`config.mk`:
```
export PLATFORM = sky130hd
export DESIGN_NAME = lrc_regs
export DESIGN_NICKNAME = d
export VERILOG_FILES = /design/src/lrc_pkg.sv /design/src/lrc_channel.sv /design/src/lrc_regs.sv
export SDC_FILE = /design/constraint.sdc
export NUM_CORES = 1
export LEC_CHECK = 0
export ABC_AREA = 1
export BUFFER_PORTS_ARGS = -buffer_cell sky130_fd_sc_hd__buf_2
export CAP_MARGIN = 20
export CORE_UTILIZATION = 45
export CTS_CLUSTER_DIAMETER = 150
export DETAILED_ROUTE_END_ITERATION = 12
export PLACE_DENSITY = 0.72
export SYNTH_ARGS = -nofsm -noshare
export SYNTH_HDL_FRONTEND = slang
export SYNTH_HIERARCHICAL = 1
export SYNTH_SLANG_ARGS = --single-unit
export TNS_END_PERCENT = 10
```
`constraint.sdc`:
```
create_clock -name clk_i -period 3.5 [get_ports clk_i]
set_input_delay 0.175 -clock clk_i [delete_from_list [all_inputs] [get_ports clk_i]]
set_output_delay 0.175 -clock clk_i [all_outputs]
set_load 0.05 [all_outputs]
```
`src/lrc_pkg.sv`:
```
`default_nettype none

package lrc_pkg;

    // ------------------------------------------------------------
    // Register map
    // ------------------------------------------------------------
    localparam logic [7:0] LINREG_A_CONTROL_OFFSET = 8'h08;
    localparam logic [7:0] LINREG_B_CONTROL_OFFSET = 8'h09;
    localparam logic [7:0] LINREG_A_VOLTAGE_OFFSET = 8'h0a;
    localparam logic [7:0] LINREG_B_VOLTAGE_OFFSET = 8'h0b;
    localparam logic [7:0] CONV_A_SEQ_DELAY_OFFSET = 8'h0c;

    // ------------------------------------------------------------
    // Field positions
    // ------------------------------------------------------------
    localparam int CTRL_ENABLE_BIT     = 0;
    localparam int CTRL_PIN_GATING_BIT = 1;
    localparam int CTRL_DISCHARGE_BIT  = 2;
    localparam int VOLTAGE_CODE_MSB    = 4;
    localparam int VOLTAGE_CODE_WIDTH  = 5;
    localparam int DELAY_ON_LSB        = 0;
    localparam int DELAY_OFF_LSB       = 4;
    localparam int DELAY_FIELD_WIDTH   = 4;

    // ------------------------------------------------------------
    // Reset values
    // ------------------------------------------------------------
    localparam logic [7:0] CONTROL_RESET      = 8'h07;
    localparam logic [7:0] VOLTAGE_RESET      = 8'h19;
    localparam logic [3:0] DELAY_OFF_RESET    = 4'h2;
    localparam logic [7:0] UNMAPPED_READ_DATA = 8'h00;

    // ------------------------------------------------------------
    // Voltage decode: base and step in millivolts
    // ------------------------------------------------------------
    localparam logic [11:0] VOLTAGE_BASE_MV = 12'h320;
    localparam logic [11:0] VOLTAGE_STEP_MV = 12'h064;

    // ------------------------------------------------------------
    // Carriers
    // ------------------------------------------------------------
    typedef struct packed {
        logic       write;
        logic       read;
        logic [7:0] addr;
        logic [7:0] wdata;
    } lrc_req_type;

    typedef struct packed {
        logic                          enable;
        logic                          pin_gating;
        logic                          discharge_enable;
        logic [VOLTAGE_CODE_WIDTH-1:0] voltage_code;
    } lrc_chan_cfg_type;

    // Linear code to millivolts
    function automatic logic [11:0] lrc_code_to_mv(input logic [4:0] code);
        logic [11:0] product;
        product = 12'({7'h00, code}) * VOLTAGE_STEP_MV;
        return VOLTAGE_BASE_MV + product;
    endfunction : lrc_code_to_mv

    // Build a channel's settings from its two registers
    function automatic lrc_chan_cfg_type lrc_cfg(input logic [7:0] ctrl,
                                                 input logic [7:0] volt);
        lrc_chan_cfg_type c;
        c.enable           = ctrl[CTRL_ENABLE_BIT];
        c.pin_gating       = ctrl[CTRL_PIN_GATING_BIT];
        c.discharge_enable = ctrl[CTRL_DISCHARGE_BIT];
        c.voltage_code     = volt[VOLTAGE_CODE_MSB:0];
        return c;
    endfunction : lrc_cfg

endpackage : lrc_pkg

`default_nettype wire

```
`src/lrc_channel.sv`:
```
`default_nettype none

module lrc_channel
(
    input  wire logic                      clk_i,       // System clock
    input  wire logic                      resetn_i,    // Async reset, active low
    input  wire lrc_pkg::lrc_chan_cfg_type cfg_i,       // Register settings
    input  wire logic                      pin_level_i, // Synchronised enable pin
    output logic                           reg_on_o,    // Regulator runs
    output logic                           discharge_o, // Discharge resistor connected
    output logic [11:0]                    vout_mv_o    // Target output in mV
);

    import lrc_pkg::*;

    logic next_on;

    // ------------------------------------------------------------
    // Enable decision
    // ------------------------------------------------------------
    // Pin gates the enable bit only when gating is selected
    always_comb begin
        next_on = cfg_i.enable && (!cfg_i.pin_gating || pin_level_i); // RQ2 RQ3
    end

    // Regulator on/off
    always_ff @(posedge clk_i or negedge resetn_i) begin
        if (!resetn_i) begin
            reg_on_o <= 1'b0;
        end else begin
            reg_on_o <= next_on; // RQ3
        end
    end

    // Discharge only while off and only if allowed
    always_ff @(posedge clk_i or negedge resetn_i) begin
        if (!resetn_i) begin
            discharge_o <= 1'b0;
        end else begin
            discharge_o <= !next_on && cfg_i.discharge_enable; // RQ1
        end
    end

    // ------------------------------------------------------------
    // Voltage decode
    // ------------------------------------------------------------
    always_ff @(posedge clk_i or negedge resetn_i) begin
        if (!resetn_i) begin
            vout_mv_o <= 12'h000;
        end else begin
            vout_mv_o <= lrc_code_to_mv(cfg_i.voltage_code); // RQ4
        end
    end

endmodule : lrc_channel

`default_nettype wire

```
`src/lrc_regs.sv`:
```
// Notes on behaviour
// RQ1: A regulator's discharge resistor is connected while it is off only if its bit 2 is set.
// RQ2: With bit 1 clear the enable bit alone switches the regulator; set, the enable pin must also be high.
// RQ3: Bit 0 of a control register turns its regulator off (0) or on (1), subject to pin gating.
// RQ4: The 5-bit voltage code maps linearly from 0x00 at 0.8 V in 100 mV steps to 0x19 at 3.3 V.
// RQ5: The host never writes voltage codes 0x1A to 0x1F, which are reserved.
// RQ6: After reset both voltage fields hold code 0x19, the 3.3 V setting.
// RQ7: Reserved bits reset to zero and the host keeps them at zero when writing.
// RQ8: After reset both control registers read 0x07, with enable, gating and discharge set.
`default_nettype none

module lrc_regs
#(
    parameter logic [3:0] DELAY_ON_RESET = 4'h0  // Start-up delay field reset
)(
    input  wire logic                 clk_i,              // System clock, 100 MHz
    input  wire logic                 resetn_i,           // Async reset, active low
    input  wire lrc_pkg::lrc_req_type req_i,              // Register read/write request
    input  wire logic                 en_pin_i,           // External enable pin
    output logic [7:0]                rdata_o,            // Read data
    output logic                      rvalid_o,           // Read data valid pulse
    output logic                      a_on_o,             // Regulator A runs
    output logic                      a_discharge_o,      // Regulator A discharge on
    output logic [11:0]               a_vout_mv_o,        // Regulator A target mV
    output logic                      b_on_o,             // Regulator B runs
    output logic                      b_discharge_o,      // Regulator B discharge on
    output logic [11:0]               b_vout_mv_o,        // Regulator B target mV
    output logic [3:0]                conv_a_on_delay_o,  // Converter A start-up delay code
    output logic [3:0]                conv_a_off_delay_o  // Converter A shutdown delay code
);

    import lrc_pkg::*;

    // ------------------------------------------------------------
    // Storage
    // ------------------------------------------------------------
    logic [7:0] linreg_a_control;
    logic [7:0] linreg_b_control;
    logic [7:0] linreg_a_voltage;
    logic [7:0] linreg_b_voltage;
    logic [7:0] converter_a_sequence_delay;
    logic [2:0] pin_sync;
    logic       pin_level;
    logic [7:0] next_rdata;

    // ------------------------------------------------------------
    // Enable pin synchroniser
    // ------------------------------------------------------------
    // Three stages; level follows once stages two and three agree
    always_ff @(posedge clk_i or negedge resetn_i) begin
        if (!resetn_i) begin
            pin_sync <= 3'h0;
        end else begin
            pin_sync <= {pin_sync[1:0], en_pin_i};
        end
    end

    always_ff @(posedge clk_i or negedge resetn_i) begin
        if (!resetn_i) begin
            pin_level <= 1'b0;
        end else if (pin_sync[1] == pin_sync[2]) begin
            pin_level <= pin_sync[2]; // RQ2
        end
    end

    // ------------------------------------------------------------
    // Register writes
    // ------------------------------------------------------------
    // Control registers; all eight bits stored, reserved bits reset zero
    always_ff @(posedge clk_i or negedge resetn_i) begin
        if (!resetn_i) begin
            linreg_a_control <= CONTROL_RESET; // RQ8 RQ7
            linreg_b_control <= CONTROL_RESET; // RQ8 RQ7
        end else if (req_i.write) begin
            if (req_i.addr == LINREG_A_CONTROL_OFFSET) begin
                linreg_a_control <= req_i.wdata;
            end
            if (req_i.addr == LINREG_B_CONTROL_OFFSET) begin
                linreg_b_control <= req_i.wdata;
            end
        end
    end

    // Voltage registers; reserved codes stored as written
    always_ff @(posedge clk_i or negedge resetn_i) begin
        if (!resetn_i) begin
            linreg_a_voltage <= VOLTAGE_RESET; // RQ6 RQ7
            linreg_b_voltage <= VOLTAGE_RESET; // RQ6 RQ7
        end else if (req_i.write) begin
            if (req_i.addr == LINREG_A_VOLTAGE_OFFSET) begin
                linreg_a_voltage <= req_i.wdata;
            end
            if (req_i.addr == LINREG_B_VOLTAGE_OFFSET) begin
                linreg_b_voltage <= req_i.wdata;
            end
        end
    end

    // Converter A sequencing delay layout
    always_ff @(posedge clk_i or negedge resetn_i) begin
        if (!resetn_i) begin
            converter_a_sequence_delay <= {DELAY_OFF_RESET, DELAY_ON_RESET};
        end else if (req_i.write && req_i.addr == CONV_A_SEQ_DELAY_OFFSET) begin
            converter_a_sequence_delay <= req_i.wdata;
        end
    end

    // ------------------------------------------------------------
    // Register reads
    // ------------------------------------------------------------
    // Address decode; unmapped reads return zero
    always_comb begin
        case (req_i.addr)
            LINREG_A_CONTROL_OFFSET: next_rdata = linreg_a_control;
            LINREG_B_CONTROL_OFFSET: next_rdata = linreg_b_control;
            LINREG_A_VOLTAGE_OFFSET: next_rdata = linreg_a_voltage;
            LINREG_B_VOLTAGE_OFFSET: next_rdata = linreg_b_voltage;
            CONV_A_SEQ_DELAY_OFFSET: next_rdata = converter_a_sequence_delay;
            default:                 next_rdata = UNMAPPED_READ_DATA;
        endcase
    end

    // Registered read answer, one cycle after the request
    always_ff @(posedge clk_i or negedge resetn_i) begin
        if (!resetn_i) begin
            rdata_o  <= 8'h00;
            rvalid_o <= 1'b0;
        end else begin
            rvalid_o <= req_i.read;
            if (req_i.read) begin
                rdata_o <= next_rdata;
            end
        end
    end

    // Delay fields out to the sequencer
    always_ff @(posedge clk_i or negedge resetn_i) begin
        if (!resetn_i) begin
            conv_a_on_delay_o  <= 4'h0;
            conv_a_off_delay_o <= 4'h0;
        end else begin
            conv_a_on_delay_o  <= converter_a_sequence_delay[DELAY_ON_LSB +: DELAY_FIELD_WIDTH];
            conv_a_off_delay_o <= converter_a_sequence_delay[DELAY_OFF_LSB +: DELAY_FIELD_WIDTH];
        end
    end

    // ------------------------------------------------------------
    // Regulator channels
    // ------------------------------------------------------------
    lrc_channel u_linreg_a (
        .clk_i       (clk_i),
        .resetn_i    (resetn_i),
        .cfg_i       (lrc_cfg(linreg_a_control, linreg_a_voltage)),
        .pin_level_i (pin_level),
        .reg_on_o    (a_on_o),
        .discharge_o (a_discharge_o),
        .vout_mv_o   (a_vout_mv_o)
    );

    lrc_channel u_linreg_b (
        .clk_i       (clk_i),
        .resetn_i    (resetn_i),
        .cfg_i       (lrc_cfg(linreg_b_control, linreg_b_voltage)),
        .pin_level_i (pin_level),
        .reg_on_o    (b_on_o),
        .discharge_o (b_discharge_o),
        .vout_mv_o   (b_vout_mv_o)
    );

endmodule : lrc_regs

`default_nettype wire

```
==> impl_metrics.env <==
export IMPL_n_antenna_cell=0
export IMPL_crit_required_ns=3.74
export IMPL_leakagePower_nw=2.64
export IMPL_cts_path_max_buffers=2
export IMPL_internal_power_mw=1.84
export IMPL_drt_wl_total_um=8950
export IMPL_place_inst=660
export IMPL_max_freq_ghz=0.389
export IMPL_grt_overflow=0
export IMPL_syn_cell_area_mm2=0.00432
export IMPL_nets=602
export IMPL_drc=0
export IMPL_critPathTopFamily="adder cells"
export IMPL_syn_inst=480
export IMPL_grt_max_degree=86
export IMPL_wl_met2_um=4350
export IMPL_post_cts_buffers=0
export IMPL_peakVddDrop_uv=312
export IMPL_routed_top_layer="met4"
export IMPL_power_switching_mw=1.26
export IMPL_clockPowerShare_pct=22.3
export IMPL_clk_latency_ns=0.36
export IMPL_clkSlewWorstSetupHoldPaths_ns=0.09
export IMPL_synth_distinct_cells=29
export IMPL_synthTopCellsByArea="dfrtp_1, ha_1, nand2_1, dfstp_2, inv_1"
export IMPL_min_period_over_period_pct=73.4
export IMPL_crit_slowest_cell="dfstp_2"
export IMPL_async_reset_ff_share_pct=100
export IMPL_tns_ns=0
export IMPL_core_mm2=0.00928
export IMPL_crit_top_cell="ha_1"
export IMPL_route_met3_wl_um=518
export IMPL_path_max_fanout=6
export IMPL_p_sw_share_pct=40.6
export IMPL_finalWorstSetupSlack_ns=0.931
export IMPL_crit_type="flip-flop to flip-flop"
export IMPL_port_buffers=61
export IMPL_min_path_type="input port to flip-flop"
export IMPL_drive_gt1_share_pct=19.8
export IMPL_cp_end_kind="flip-flop"
export IMPL_die_w_um=99.9
export IMPL_initial_core_util_pct=46.5
export IMPL_yosysWarnings=6
export IMPL_whs_path_depth=1
export IMPL_syn_to_final_growth_pct=14.9
export IMPL_drv_cap=0
export IMPL_slew_headroom_pct=32.5
export IMPL_grt_antenna_before_repair=0
export IMPL_fin_cells=679
export IMPL_die_h_um=99.9
export IMPL_cts_inserted_buffers=9
export IMPL_final_antenna_net_count=0
export IMPL_yosysMostFrequentCell="nand2_1"
export IMPL_num_rows=35
export IMPL_ys_ff_latch=85
export IMPL_grt_pass1_wl_um=15500
export IMPL_root_buffer="clkbuf_8"
export IMPL_syn_avg_cell_area_um2=8.99
export IMPL_seq_area_frac_synth_pct=49.7
export IMPL_finalMaxSlewViolations=0
export IMPL_worst_slew_pin_slew_ns=1.01
export IMPL_dr_total_vias=3323
export IMPL_cp_arrival_ns=2.81
export IMPL_cp_depth=11
export IMPL_comb_power_share_pct=39.7
export IMPL_yosys_top_cells_count="nand2_1, dfrtp_1, inv_1"
export IMPL_pwr_share_seq_pct=38.0
export IMPL_ctsResizeCount=0
export IMPL_vias_per_cell=4.89
export IMPL_drt_met1_wl_um=3900
export IMPL_die_area_mm2=0.00999
export IMPL_critPathMaxStageDelay_ns=0.60
export IMPL_critPathLaunchType="flip-flop"
export IMPL_finalHoldViolCount=0
export IMPL_drt_pass1_iterations=4
export IMPL_synth_top_area_share_pct=41.7
export IMPL_first_iter_violations=135
export IMPL_place_gp_congestion=0.920
export IMPL_setup_viol=0
export IMPL_cts_tree="built"
export IMPL_place_hpwl_um=6610
export IMPL_first_global_vias=3246
export IMPL_rsz0062_at_grt="false"
export IMPL_final_fill_count=896
export IMPL_status="finished clean"
export IMPL_power_density_mw_per_mm2=626
export IMPL_pre_cts_slack_ns=0.957
export IMPL_grt_usage_pct=20.2
export IMPL_synth_area_leader_cell="dfrtp_1"
export IMPL_path_cells="inv_1 > ha_1 > inv_1 > ha_1 > ha_1 > ha_1 > inv_1 > nand3_1 > nand2_1 > nand2_1 > xnor2_1"
export IMPL_h_tree_depth=3
export IMPL_clock_sinks=85
export IMPL_synth_edf_count=0
export IMPL_io_pins=66
export IMPL_path_buf_inv=3
export IMPL_synth_ff_type="dfrtp_1"
export IMPL_skew_ns=0.0115
export IMPL_fin_crit_ns=2.57
export IMPL_wl_per_cell_um=13.2
export IMPL_r2r_cells=11
==> worst paths after layout <==
check,from,endpoint,slack [ns]
hold / removal,req_i[16],rvalid_o,0.05
setup reg to reg,linreg_b_voltage[3],u_linreg_b/vout_mv_o[10],0.93
max in group asynchronous,resetn_i,linreg_b_voltage[0],2.56
min in group asynchronous,resetn_i,conv_a_off_delay_o[1],0.29
setup / recovery,linreg_b_voltage[3],u_linreg_b/vout_mv_o[10],0.93
hold reg to reg,pin_sync[0],pin_sync[1],0.36
==> layout make-up <==
cell class	count	area, um^2	area share, %
Multi-Input combinational cell	315	1830	37.0
Inverter	69	259	5.22
Tap cell	129	161	3.25
Clock buffer	10	128	2.57
Sequential cell	85	2140	43.2
Timing Repair Buffer	65	363	7.32
Clock inverter	6	71.3	1.44
==> worst register-to-register path, cell delays in order, from the launching register on <==
cell,delay (ns)
dfstp_2,0.60
inv_1,0.07
ha_1,0.28
inv_1,0.04
ha_1,0.29
ha_1,0.31
ha_1,0.35
inv_1,0.08
nand3_1,0.07
nand2_1,0.15
nand2_1,0.09
xnor2_1,0.14
==> routing by layer <==
metal,vias up,track usage (%)
li1,1665,-
met1,1557,27.1
met2,85,32.3
met3,16,5.15
met4,0,6.56
met5,-,0
==> stage by stage <==
step,util [%],total power [mW],cell area [um^2],hold slack (ns)
floorplan,-,2.16,4320,-0.121
global placement,50.8,2.38,4710,0.283
global route,53.4,3.32,4960,0.0309
finish,53.4,3.10,4960,0.0479
detailed placement,50.8,2.43,4710,0.288
CTS,53.0,3.13,4920,0.0301
==> power by group through the flow <==
stage | sequential [mW] | combinational, mW | clock, mW
finish | 1.18 | 1.23 | 0.693
global route | 1.19 | 1.37 | 0.760
CTS | 1.18 | 1.24 | 0.713
detailed placement | 1.20 | 1.23 | 0
global placement | 1.20 | 1.19 | 0
floorplan | 1.54 | 0.624 | 0
==> state kept, by name, summed over array words and instances, names as in the netlist <==
name                        flops
u_linreg_b/discharge_o          1
linreg_a_control                8
conv_a_off_delay_o              4
rvalid_o                        1
linreg_b_control                8
rdata_o                         8
u_linreg_a/discharge_o          1
u_linreg_b/vout_mv_o           10
pin_level                       1
converter_a_sequence_delay      8
linreg_a_voltage                8
u_linreg_a/vout_mv_o           10
pin_sync                        3
linreg_b_voltage                8
conv_a_on_delay_o               4
u_linreg_a/reg_on_o             1
u_linreg_b/reg_on_o             1
==> cells by family (layout without fill, tap and decap cells) <==
family,after synthesis,in the layout,share of synthesized area [%]
fa+ha+maj,37,37,11.0
compound gates,64,64,7.85
xor+xnor,10,10,2.03
buf+inv,82,150,8.03
simple gates,200,200,21.2
flops,85,85,49.7
other cells,2,4,0.174
==> cell usage in the layout (no fill, tap or decap), types with 2 or more instances in the layout <==
master	n
ha_1	34
nand3_1	49
buf_4	2
nand2_1	110
nor2_2	2
nor4_4	3
fa_1	2
a21boi_2	2
a21boi_0	2
a21oi_1	19
inv_2	3
clkinvlp_4	2
buf_2	60
inv_6	2
xor2_1	6
dlygate4sd3_1	2
dfrtp_1	72
dfstp_2	13
xnor2_1	4
o21ai_0	40
inv_1	66
clkbuf_8	9
conb_1	4
nand3b_1	2
nor2_1	26
nand2_2	5
==> what timing repair did <==
action / CTS / global route
endpoints found under the setup margin: 0 / 0
hold endpoints to repair: 1 / 27
hold buffers: 1 / 1
Note: power is estimated with default switching activity, not from simulation.
